File: config.mk
export PLATFORM = sky130hd
export DESIGN_NAME = scv_decoder
export DESIGN_NICKNAME = d
export VERILOG_FILES = /design/src/core/scv_decoder.v /design/src/core/scv_skid.v
export VERILOG_INCLUDE_DIRS = /design/src /design/src/core
export SDC_FILE = /design/constraint.sdc
export NUM_CORES = 1
export LEC_CHECK = 0
export ABC_AREA = 1
export ABC_CLOCK_PERIOD_IN_PS = 4000
export BUFFER_PORTS_ARGS = -buffer_cell sky130_fd_sc_hd__buf_2
export CAP_MARGIN = 20
export CORE_AREA = 2 2 205 146
export CTS_BUF_LIST = sky130_fd_sc_hd__clkbuf_4
export CTS_CLUSTER_SIZE = 14
export DETAILED_ROUTE_END_ITERATION = 6
export DIE_AREA = 0 0 207 148
export SYNTH_ARGS = -nofsm -noshare
export SYNTH_HDL_FRONTEND = slang
export SYNTH_HIERARCHICAL = 1
export SYNTH_SLANG_ARGS = --single-unit
File: constraint.sdc
create_clock -name clk -period 4 [get_ports clk]
set_input_delay 1 -clock clk [delete_from_list [all_inputs] [get_ports clk]]
set_output_delay 1 -clock clk [all_outputs]
set_load 0.03 [all_outputs]
File: src/core/scv_defines.vh
// Constants for the group-one command decoder: opcodes, ranges,
// command block layout, parameter list layout, status and sense codes.
// Assumes it is included by bare name from the core files.
//
// What this block does
// - Opcode 39h compares source against destination bytes.
// - Compare parameter list uses the copy format.
// - Unit identities and count come from list.
// - Compare mismatch gives CHECK CONDITION, MISCOMPARE.
// - Opcode 3Ah copies then verifies destination.
// - Byte check clear means medium check only.
// - Byte check set compares written against source.
// - Verify mismatch gives CHECK CONDITION, MISCOMPARE.
// - Opcodes 40h to 5Fh are reserved.
// - Opcodes 60h to 7Fh are reserved.
// - Opcodes 80h to 9Fh are reserved.
// - A0h-AFh vendor unique, B0h-BFh reserved.
// - Opcodes C0h to DFh are vendor unique.
// - Opcodes E0h to FFh are vendor unique.
// - Group-one meaning depends on device type.
`ifndef SCV_DEFINES_VH
`define SCV_DEFINES_VH

// ==========================================================
// Operation codes and group boundaries
// ==========================================================
`define SCV_OP_COMPARE      8'h39
`define SCV_OP_COPY_VERIFY  8'h3a
`define SCV_G2_LO           8'h40
`define SCV_G2_HI           8'h5f
`define SCV_G3_LO           8'h60
`define SCV_G3_HI           8'h7f
`define SCV_G4_LO           8'h80
`define SCV_G4_HI           8'h9f
`define SCV_G5V_LO          8'ha0
`define SCV_G5V_HI          8'haf
`define SCV_G5R_LO          8'hb0
`define SCV_G5R_HI          8'hbf
`define SCV_G6_LO           8'hc0
`define SCV_G6_HI           8'hdf
`define SCV_G7_LO           8'he0
`define SCV_G7_HI           8'hff

// ==========================================================
// Command block layout
// ==========================================================
`define SCV_CDB_LEN_G0      4'h6
`define SCV_CDB_LEN_G1      4'ha
`define SCV_CDB_LEN_G5      4'hc
`define SCV_CDB_OP          4'h0
`define SCV_CDB_LUN         4'h1
`define SCV_CDB_LEN_MSB     4'h3
`define SCV_CDB_LEN_MID     4'h4
`define SCV_CDB_LEN_LSB     4'h5
`define SCV_BYTCHK_BIT      1
`define SCV_LUN_MSB         7
`define SCV_LUN_LSB         5

// ==========================================================
// Parameter list layout
// ==========================================================
`define SCV_PRM_SRC         24'h000004
`define SCV_PRM_DST         24'h000005
`define SCV_PRM_CNT0        24'h000006
`define SCV_PRM_CNT3        24'h000009
`define SCV_PRM_MIN         24'h00000a

// ==========================================================
// Status, sense keys and opcode classes
// ==========================================================
`define SCV_ST_GOOD         8'h00
`define SCV_ST_CHECK        8'h02
`define SCV_SK_NONE         4'h0
`define SCV_SK_MEDIUM       4'h3
`define SCV_SK_ILLEGAL      4'h5
`define SCV_SK_MISCOMPARE   4'he
`define SCV_CLS_DONE        3'h0
`define SCV_CLS_G1_OTHER    3'h1
`define SCV_CLS_RESERVED    3'h2
`define SCV_CLS_VENDOR      3'h3
`define SCV_CLS_ELSEWHERE   3'h4
`define SCV_CLS_BADLIST     3'h5
`define SCV_MODE_COMPARE    2'h0
`define SCV_MODE_VFY_BYTE   2'h1
`define SCV_MODE_VFY_MED    2'h2

`endif

File: src/core/scv_decoder.v
// Group-one command decoder for compare and copy-and-verify.
// Assumes command, parameter and comparison streams come from logic
// on clk; a data engine outside moves the blocks and feeds byte pairs.
`timescale 1ns/1ps
`include "scv_defines.vh"
module scv_decoder #(
  parameter G1_TYPE_MASK = 32'hffffffff
) (
  input  wire        clk,
  input  wire        rstn,
  input  wire [4:0]  dev_type,
  input  wire        cdb_valid,
  output reg         cdb_ready,
  input  wire [7:0]  cdb_data,
  input  wire        prm_valid,
  output reg         prm_ready,
  input  wire [7:0]  prm_data,
  output reg         xfer_start,
  output reg  [1:0]  xfer_mode,
  output reg  [7:0]  src_unit,
  output reg  [7:0]  dst_unit,
  output reg  [31:0] xfer_count,
  input  wire        cmp_valid,
  output reg         cmp_ready,
  input  wire [7:0]  cmp_src,
  input  wire [7:0]  cmp_dst,
  input  wire        med_done,
  input  wire        med_err,
  output wire        st_valid,
  input  wire        st_ready,
  output wire [7:0]  st_status,
  output wire [3:0]  st_sense,
  output wire [2:0]  st_class
);

  // ==========================================================
  // States
  // ==========================================================
  localparam [6:0] S_IDLE  = 7'h01;
  localparam [6:0] S_DEC   = 7'h02;
  localparam [6:0] S_PRM   = 7'h04;
  localparam [6:0] S_START = 7'h08;
  localparam [6:0] S_CMP   = 7'h10;
  localparam [6:0] S_MED   = 7'h20;
  localparam [6:0] S_DONE  = 7'h40;

  reg  [6:0]  state_reg;
  reg  [6:0]  state_next;
  reg  [3:0]  cdb_idx_reg;
  reg  [7:0]  op_reg;
  reg         bytchk_reg;
  reg  [23:0] plen_reg;
  reg  [23:0] prm_idx_reg;
  reg  [7:0]  status_reg;
  reg  [3:0]  sense_reg;
  reg  [2:0]  class_reg;
  wire        cdb_fire;
  wire        prm_fire;
  wire        cmp_fire;
  wire        fifo_ready;
  wire        g1_ok;
  wire [2:0]  op_cls;
  wire        prm_last;

  // ==========================================================
  // Functions
  // ==========================================================
  function in_range;
    input [7:0] op;
    input [7:0] lo;
    input [7:0] hi;
    begin
      in_range = (op >= lo) && (op <= hi);
    end
  endfunction

  // Command block length by group; group one is ten bytes.
  function [3:0] cdb_len;
    input [7:0] op;
    begin
      case (op[7:5])
        3'h1:    cdb_len = `SCV_CDB_LEN_G1;
        3'h2:    cdb_len = `SCV_CDB_LEN_G1;
        3'h5:    cdb_len = `SCV_CDB_LEN_G5;
        default: cdb_len = `SCV_CDB_LEN_G0;
      endcase
    end
  endfunction

  function [2:0] classify;
    input [7:0] op;
    input       type_ok;
    begin
      if (((op == `SCV_OP_COMPARE) || (op == `SCV_OP_COPY_VERIFY))
          && type_ok) begin
        classify = `SCV_CLS_DONE;
      end else if (in_range(op, `SCV_G2_LO, `SCV_G2_HI)) begin
        classify = `SCV_CLS_RESERVED;
      end else if (in_range(op, `SCV_G3_LO, `SCV_G3_HI)) begin
        classify = `SCV_CLS_RESERVED;
      end else if (in_range(op, `SCV_G4_LO, `SCV_G4_HI)) begin
        classify = `SCV_CLS_RESERVED;
      end else if (in_range(op, `SCV_G5V_LO, `SCV_G5V_HI)) begin
        classify = `SCV_CLS_VENDOR;
      end else if (in_range(op, `SCV_G5R_LO, `SCV_G5R_HI)) begin
        classify = `SCV_CLS_RESERVED;
      end else if (in_range(op, `SCV_G6_LO, `SCV_G6_HI)) begin
        classify = `SCV_CLS_VENDOR;
      end else if (in_range(op, `SCV_G7_LO, `SCV_G7_HI)) begin
        classify = `SCV_CLS_VENDOR;
      end else if (op[7:5] == 3'h1) begin
        classify = `SCV_CLS_G1_OTHER;
      end else begin
        classify = `SCV_CLS_ELSEWHERE;
      end
    end
  endfunction

  // ==========================================================
  // Handshakes and decode
  // ==========================================================
  assign cdb_fire = cdb_valid & cdb_ready;
  assign prm_fire = prm_valid & prm_ready;
  assign cmp_fire = cmp_valid & cmp_ready;
  assign g1_ok    = G1_TYPE_MASK[dev_type];
  assign op_cls   = classify(op_reg, g1_ok);
  assign prm_last = (prm_idx_reg == plen_reg - 24'h000001);

  always @* begin
    state_next = state_reg;
    case (state_reg)
      S_IDLE: begin
        if (cdb_fire && (cdb_idx_reg != 4'h0) &&
            (cdb_idx_reg == cdb_len(op_reg) - 4'h1)) begin
          state_next = S_DEC;
        end else if (cdb_fire && (cdb_idx_reg == 4'h0) &&
                     (cdb_len(cdb_data) == 4'h1)) begin
          state_next = S_DEC;
        end
      end
      S_DEC: begin
        if (op_cls != `SCV_CLS_DONE) begin
          state_next = S_DONE;
        end else if (plen_reg < `SCV_PRM_MIN) begin
          state_next = S_DONE;
        end else begin
          state_next = S_PRM;
        end
      end
      S_PRM: begin
        if (prm_fire && prm_last) begin
          state_next = S_START;
        end
      end
      S_START: begin
        if (xfer_count == 32'h0) begin
          state_next = S_DONE;
        end else if (xfer_mode == `SCV_MODE_VFY_MED) begin
          state_next = S_MED;
        end else begin
          state_next = S_CMP;
        end
      end
      S_CMP: begin
        if (cmp_fire && ((cmp_src != cmp_dst) ||
                         (xfer_count == 32'h1))) begin
          state_next = S_DONE;
        end
      end
      S_MED: begin
        if (med_done) begin
          state_next = S_DONE;
        end
      end
      S_DONE: begin
        // The status slot stalls here; no command is taken meanwhile.
        if (fifo_ready) begin
          state_next = S_IDLE;
        end
      end
      default: state_next = S_IDLE;
    endcase
  end

  // ==========================================================
  // Datapath
  // ==========================================================
  always @(posedge clk) begin
    if (!rstn) begin
      state_reg   <= S_IDLE;
      cdb_idx_reg <= 4'h0;
      op_reg      <= 8'h00;
      bytchk_reg  <= 1'b0;
      plen_reg    <= 24'h0;
      prm_idx_reg <= 24'h0;
      status_reg  <= `SCV_ST_GOOD;
      sense_reg   <= `SCV_SK_NONE;
      class_reg   <= `SCV_CLS_DONE;
      cdb_ready   <= 1'b0;
      prm_ready   <= 1'b0;
      cmp_ready   <= 1'b0;
      xfer_start  <= 1'b0;
      xfer_mode   <= `SCV_MODE_COMPARE;
      src_unit    <= 8'h00;
      dst_unit    <= 8'h00;
      xfer_count  <= 32'h0;
    end else begin
      state_reg  <= state_next;
      cdb_ready  <= (state_next == S_IDLE);
      prm_ready  <= (state_next == S_PRM);
      cmp_ready  <= (state_next == S_CMP);
      xfer_start <= (state_next == S_START);
      case (state_reg)
        S_IDLE: begin
          if (cdb_fire) begin
            cdb_idx_reg <= cdb_idx_reg + 4'h1;
            case (cdb_idx_reg)
              `SCV_CDB_OP:      op_reg <= cdb_data;
              `SCV_CDB_LUN:     bytchk_reg <= cdb_data[`SCV_BYTCHK_BIT];
              `SCV_CDB_LEN_MSB: plen_reg[23:16] <= cdb_data;
              `SCV_CDB_LEN_MID: plen_reg[15:8] <= cdb_data;
              `SCV_CDB_LEN_LSB: plen_reg[7:0] <= cdb_data;
              default:          cdb_idx_reg <= cdb_idx_reg + 4'h1;
            endcase
          end
        end
        S_DEC: begin
          cdb_idx_reg <= 4'h0;
          prm_idx_reg <= 24'h0;
          class_reg   <= op_cls;
          status_reg  <= `SCV_ST_GOOD;
          sense_reg   <= `SCV_SK_NONE;
          if (op_cls != `SCV_CLS_DONE) begin
            status_reg <= `SCV_ST_CHECK;
            sense_reg  <= `SCV_SK_ILLEGAL;
          end else if (plen_reg < `SCV_PRM_MIN) begin
            // A list too short to name units and a count is refused.
            class_reg  <= `SCV_CLS_BADLIST;
            status_reg <= `SCV_ST_CHECK;
            sense_reg  <= `SCV_SK_ILLEGAL;
          end
          if (op_reg == `SCV_OP_COMPARE) begin
            xfer_mode <= `SCV_MODE_COMPARE;
          end else if (bytchk_reg) begin
            xfer_mode <= `SCV_MODE_VFY_BYTE;
          end else begin
            xfer_mode <= `SCV_MODE_VFY_MED;
          end
        end
        S_PRM: begin
          if (prm_fire) begin
            prm_idx_reg <= prm_idx_reg + 24'h000001;
            if (prm_idx_reg == `SCV_PRM_SRC) begin
              src_unit <= prm_data;
            end
            if (prm_idx_reg == `SCV_PRM_DST) begin
              dst_unit <= prm_data;
            end
            if ((prm_idx_reg >= `SCV_PRM_CNT0) &&
                (prm_idx_reg <= `SCV_PRM_CNT3)) begin
              xfer_count <= {xfer_count[23:0], prm_data};
            end
          end
        end
        S_CMP: begin
          if (cmp_fire) begin
            xfer_count <= xfer_count - 32'h1;
            if (cmp_src != cmp_dst) begin
              status_reg <= `SCV_ST_CHECK;
              sense_reg  <= `SCV_SK_MISCOMPARE;
            end
          end
        end
        S_MED: begin
          // A failed medium check is a medium error, not a miscompare.
          if (med_done && med_err) begin
            status_reg <= `SCV_ST_CHECK;
            sense_reg  <= `SCV_SK_MEDIUM;
          end
        end
        default: begin
          cdb_idx_reg <= cdb_idx_reg;
        end
      endcase
    end
  end

  // ==========================================================
  // Status buffer
  // ==========================================================
  scv_skid #(
    .WIDTH (15)
  ) u_status (
    .clk       (clk),
    .rstn      (rstn),
    .in_valid  (state_reg == S_DONE),
    .in_ready  (fifo_ready),
    .in_data   ({class_reg, sense_reg, status_reg}),
    .out_valid (st_valid),
    .out_ready (st_ready),
    .out_data  ({st_class, st_sense, st_status})
  );

endmodule

File: src/core/scv_skid.v
// Two-entry buffer with valid and ready on both sides.
// Assumes both sides run on clk; all outputs come from flip-flops.
`timescale 1ns/1ps
module scv_skid #(
  parameter WIDTH = 15
) (
  input  wire             clk,
  input  wire             rstn,
  input  wire             in_valid,
  output reg              in_ready,
  input  wire [WIDTH-1:0] in_data,
  output reg              out_valid,
  input  wire             out_ready,
  output reg  [WIDTH-1:0] out_data
);

  reg  [WIDTH-1:0] skid_data_reg;
  reg              skid_valid_reg;
  wire             in_fire;
  wire             load;
  wire             skid_next;

  // ==========================================================
  // Second slot catches a word when the output is stalled.
  // ==========================================================
  assign in_fire   = in_valid & in_ready;
  assign load      = ~out_valid | out_ready;
  assign skid_next = load ? 1'b0 : (skid_valid_reg | in_fire);

  always @(posedge clk) begin
    if (!rstn) begin
      out_valid      <= 1'b0;
      out_data       <= {WIDTH{1'b0}};
      skid_valid_reg <= 1'b0;
      skid_data_reg  <= {WIDTH{1'b0}};
      in_ready       <= 1'b0;
    end else begin
      in_ready       <= ~skid_next;
      skid_valid_reg <= skid_next;
      if (load) begin
        if (skid_valid_reg) begin
          out_valid <= 1'b1;
          out_data  <= skid_data_reg;
        end else begin
          out_valid <= in_fire;
          if (in_fire) begin
            out_data <= in_data;
          end
        end
      end else if (in_fire) begin
        skid_data_reg <= in_data;
      end
    end
  end

endmodule
Yosys cells after proc, flatten, opt, wreduce, memory -nomap -nowiden
Memory sizes are Yosys's and may differ from the RTL's. Index checks and enable logic that the tools add are counted.

Register bits after elaboration: 170. Bits in read-only memories: 32. Input bits: 45. Output and inout bits: 70. Logic and storage cells: 190. Memories kept: 1.

$add $sub $neg: 5. Magnitude comparators: 18. Equal/unequal tests: 37. Muxes and demuxes: 54. Bitwise gates (word level): 9. Reductions and logical operators: 42.

Memories: (name not given) (words 32, width 1, read ports 1, clocked after Yosys merged registers in 0, wr ports 0, line scv_decoder.v:125) `assign g1_ok = G1_TYPE_MASK[dev_type];`.

Operators by type and width (count): two-way mux 32 bit (3); one-hot mux 32 bit (2 select lines) (1); two-way mux 7 bit (9); one-hot mux 7 bit (7 select lines) (1); == test 24 x 3 -> 1 bit, second input constant (2); one-hot mux 24 bit (2 select lines) (1); >= comparator 8 bit, second input constant (5); less-or-equal comparator 8 bit, second input constant (5); two-way mux 3 bit (13); == test 32 x 1 -> 1 bit, second input constant (1); zero test 32 bit (1); subtractor 32 x 1 -> 32 bit, second input constant (1); two-way mux 15 bit (2); two-way mux 4 bit (7); adder 24 x 1 -> 24 bit, second input constant (1); == test 24 bit (1); >= comparator 24 x 3 -> 1 bit, second input constant (1); less-or-equal comparator 24 x 4 -> 1 bit, second input constant (1); < comparator 24 x 4 -> 1 bit, second input constant (1); two-way mux 24 bit (1); two-way mux 8 bit (3); one-hot mux 4 bit (2 select lines) (3); one-hot mux 8 bit (3 select lines) (1); subtractor 24 x 1 -> 24 bit, second input constant (1); other kinds (40) (99).

Longest topological paths before layout
Depth after elaboration: 15. Gate-level depth with buffers: 14. Gate-level depth less buffers: 14.

By module
Netlist, hierarchy kept.

By module, submodules not included: scv_decoder (times used 1, cells each 1257, area an instance 8142.8 sq um, seq. area each 2602.5 sq um); scv_skid (times used 1, cells each 238, area an instance 1482.7 sq um, seq. area each 660.6 sq um).

Least setup slack after synthesis
OpenSTA, ideal clock, no wires.

Kind: input-to-reg. Start: input port prm_valid. End: register state_reg[2]. Setup time: 0.138 ns. Arrival time: 1.985 ns. Required time: 3.862 ns. Setup slack: 1.876 ns. Stages: 11. Buffers on the path: 0. Path through: nand2_1 -> nor2_1 -> nand4_1 -> nor2_1 -> nand2_1 -> nor2_1 -> nand2_1 -> nor2_1 -> nand3_1 -> o21bai_1 -> a21oi_1.

Longest elaborated chain between the ends: 4.

Ends and longest elaborated chain: start: declaration (line scv_decoder.v:15) `input wire prm_valid,`; bitwise AND 1 bit (line scv_decoder.v:123) `assign prm_fire = prm_valid & prm_ready;`; logical AND 1 bit (line scv_decoder.v:151) `if (prm_fire && prm_last) begin`; two-way mux 7 bit (line scv_decoder.v:151); one-hot mux 7 bit (7 select lines) (line scv_decoder.v:131) `case (state_reg)`; end signal: assignment (line scv_decoder.v:208) `state_reg <= state_next;`; end: declaration (line scv_decoder.v:47) `reg [6:0] state_reg;`.

Every way passes these cells. A chain may end at the register's enable or synchronous reset.

Worst setup path after layout
Start: register state_reg[0]. End: register u_status.out_data[12].

Longest elaborated chain between the ends: 4.

Ends and longest elaborated chain: == test 7 bit (line scv_decoder.v:296) `.in_valid (state_reg == S_DONE),`; bitwise AND 1 bit (line scv_skid.v:26) `assign in_fire = in_valid & in_ready;`; nonzero test 2 bit (no line); AND reduction 2 bit (no line); end signal: assignment (line scv_skid.v:33) `out_data <= {WIDTH{1'b0}};`; end signal: assignment (line scv_skid.v:43) `out_data <= skid_data_reg;`; end signal: assignment (line scv_skid.v:47) `out_data <= in_data;`; end: declaration (line scv_skid.v:14) `output reg [WIDTH-1:0] out_data`.

Every way passes these cells.

==> flow_summary_export.csv <==
group,metric,value,unit
sta,drv_slew,0,
clock_network,root_buffer,"clkbuf_4",
floorplan,rows,52,
clock_network,cts_buffer_depth,2,
clock_network,cts_tree,"done",
synthesis,synthCells,1495,
clock_network,ctsResizeCount,0,
floorplan,die-height,148,µm
synthesis,syn_avg_cell_area,6.44,µm²
synthesis,synth_edf_count,0,
setup_path,cp-end-kind,"register",
sta,relSlewSlack,37.4,%
drt,drt_iter0_drc,807,
clock_network,cts-buffers-inserted,17,
drt,routedWlPerCell,14.1,µm
pwr,leakagePower,0.00498,µW
synthesis,ys_ff_latch,163,
drt,vias,9626,
placed_design,dpl.cell_count,1942,
placed_design,hpwl,21.1,mm
clock_network,cts_sinks,163,
sta,worst_pin_slew,0.938,ns
clock_network,cts_max_level,4,
sta,skew,0.0271,ns
synthesis,syn_area,9630,µm²
floorplan,die-width,207,µm
sta,worst_hold_slack,0.463,ns
pwr,ir_worst_vdd,0.145,mV
grt,grt_pass1_wl,45.3,mm
sta,finalSetupViolations,0,
synthesis,netlist_top_cells_area,"dfxtp_1, nand2_1, nor2_1",
synthesis,synthTopCellsByCount,"nand2_1, nor2_1, dfxtp_1, inv_1, a21oi_1",
grt,antenna_found_initial,1,
synthesis,async_reset_ff_share,0,%
floorplan,die_area,30600,µm²
drt,wirelength,27.9,mm
grt,grt_max_degree,49,
worst_hold_path,hold_path_class,"reg -> reg",
setup_path,worstPathRequired,4.49,ns
synthesis,yosys.area.top_type_share,33.9,%
grt,grt_pass1_vias,8542,
sta,rsz0062_at_grt,"false",
layout,area_growth,11.2,%
synthesis,synth-seq-area-share,33.9,%
placed_design,place.gp.congestion,0.890,
sta,max_freq,396,MHz
drt,viasPerCell,4.88,
pwr,power_density,265,nW/µm²
layout,fin_cells,1974,
floorplan,io_pins,115,
sta,layout_setup_ws,1.47,ns
setup_path,critPathMaxFanout,31,
setup_path,arrival,3.02,ns
pwr,p_total,2840,µW
synthesis,synth_top_cell_by_area,"dfxtp_1",
clock_network,ctsHoldBuffers,0,
clock_network,insertion_delay,0.61,ns
clock_network,cts.reportedPaths.clkPinSlew,0.15,ns
layout,drive_above_1_share,14.0,%
placed_design,io_buffers,109,
sta,timing.final.crit_share,63.2,%
sta,final.setup.tns,0,ns
layout,fin_nets,1640,
run,maxCapViolCount,0,
clock_network,postCtsSetupRepairBufs,0,
layout,largest_register_ffs,32,
run_status,status,"finished, final reports clean",
synthesis,yosys_warnings,6,
sta,fin_crit,2.53,ns
synthesis,ys.flop_type,"dfxtp_1",
synthesis,synth_most_common_cell,"nand2_1",
floorplan,coreArea,28600,µm²
grt,grt_overflow,0,
setup_path,cp-start-kind,"register",
sta,final_hold_viol_count,0,
setup_path,timing_worst_setup_path_type,"reg -> reg",
drt,first_pass_iters,7,
placed_design,place_ws,1.22,ns
drt,route.detailed.drc,0,
grt,track_usage,18.3,%
floorplan,start_util,33.6,%
synthesis,synth_cell_types,52,
drt,ant_nets,0,
==> per-stage QoR <==
stage          instance area [µm²]  util (%)
2_1_floorplan                 9650         -
6_report                     10700      37.4
5_1_grt                      10700      37.4
3_5_place_dp                 10400      36.4
4_1_cts                      10700      37.4
3_3_place_gp                 10400      36.4
==> cell type report <==
class / instances / area, µm²
repair buffers: 117 / 606
clock inverters: 14 / 153
multi-input cells: 1101 / 5390
fillers: 3125 / 17900
flip-flops and latches: 163 / 3260
clock buffers: 17 / 128
well taps: 378 / 473
diodes: 1 / 2.50
inverters: 183 / 689
==> worst paths after layout <==
| kind | from | end | slack (ns) | cells past startpoint |
|---|---|---|---|---|
| max | state_reg[0] | u_status/out_data[12] | 1.47 | 10 |
| min | bytchk_reg | xfer_mode[1] | 0.46 | 1 |
| max reg2reg | state_reg[0] | u_status/out_data[12] | 1.47 | 10 |
| min reg2reg | bytchk_reg | xfer_mode[1] | 0.46 | 1 |
==> logic make-up (layout without fill, tap and decap cells) <==
logic type	after synthesis	count (layout)	synth area share, %
and+or+nand+nor	787	787	35.9
AOI/OAI and AO/OA	261	261	15.2
buffers and inverters	237	331	10.3
DFF	163	163	33.9
xor gates and xnor gates	34	34	3.09
adders and majority gates	12	12	1.56
other	1	8	0.0390
==> worst max-delay path, cell delays in order (launching register included) <==
cell and delay (ns):
dfxtp_1 0.38, inv_2 0.07, nand2_2 0.08, nor2_2 0.18, inv_1 0.08, nor4_1 0.54, nand2_1 0.21, nand2_2 0.13
nand2_2 0.34, nor2_1 0.33, nor2_1 0.08
==> cells in the final DEF (no fill, tap or decap), types with 5 or more instances in the layout <==
cell type / netlist / routed
nand2_1: 343 / 343
nor2_1: 272 / 272
inv_1: 163 / 163
dfxtp_1: 163 / 163
buf_2: 23 / 109
a21oi_1: 100 / 100
o21ai_0: 91 / 91
nand3_1: 54 / 54
nand4_1: 29 / 29
a211oi_1: 23 / 23
xor2_1: 23 / 23
nor3_1: 20 / 20
inv_2: 19 / 19
clkbuf_4: 0 / 17
o21ai_1: 16 / 16
nor2_2: 13 / 13
ha_1: 12 / 12
xnor2_1: 11 / 11
nor4_1: 10 / 10
nor2_4: 9 / 9
nand3b_1: 8 / 8
buf_4: 2 / 8
conb_1: 1 / 7
nand2_2: 6 / 6
nand3_2: 6 / 6
nor3_2: 6 / 6
o22ai_1: 6 / 6
a211oi_2: 5 / 5
==> metal layers <==
layer  wire, µm  up-vias  global-route usage [%]
li1           -     4980                       -
met1      14900     4405                    28.1
met2      11000      227                    25.4
met3       1700       14                    4.53
met4        206        0                    3.43
met5          0        -                       0
==> where the power goes <==
part	leakage [µW]	internal, µW	switching, µW
Combinational	0.00352	52.2	108
Sequential	0.00131	1630	8.15
Clock	0.000142	376	660
Total	0.00498	2060	776
No activity file was read; power rests on OpenSTA's default activity.
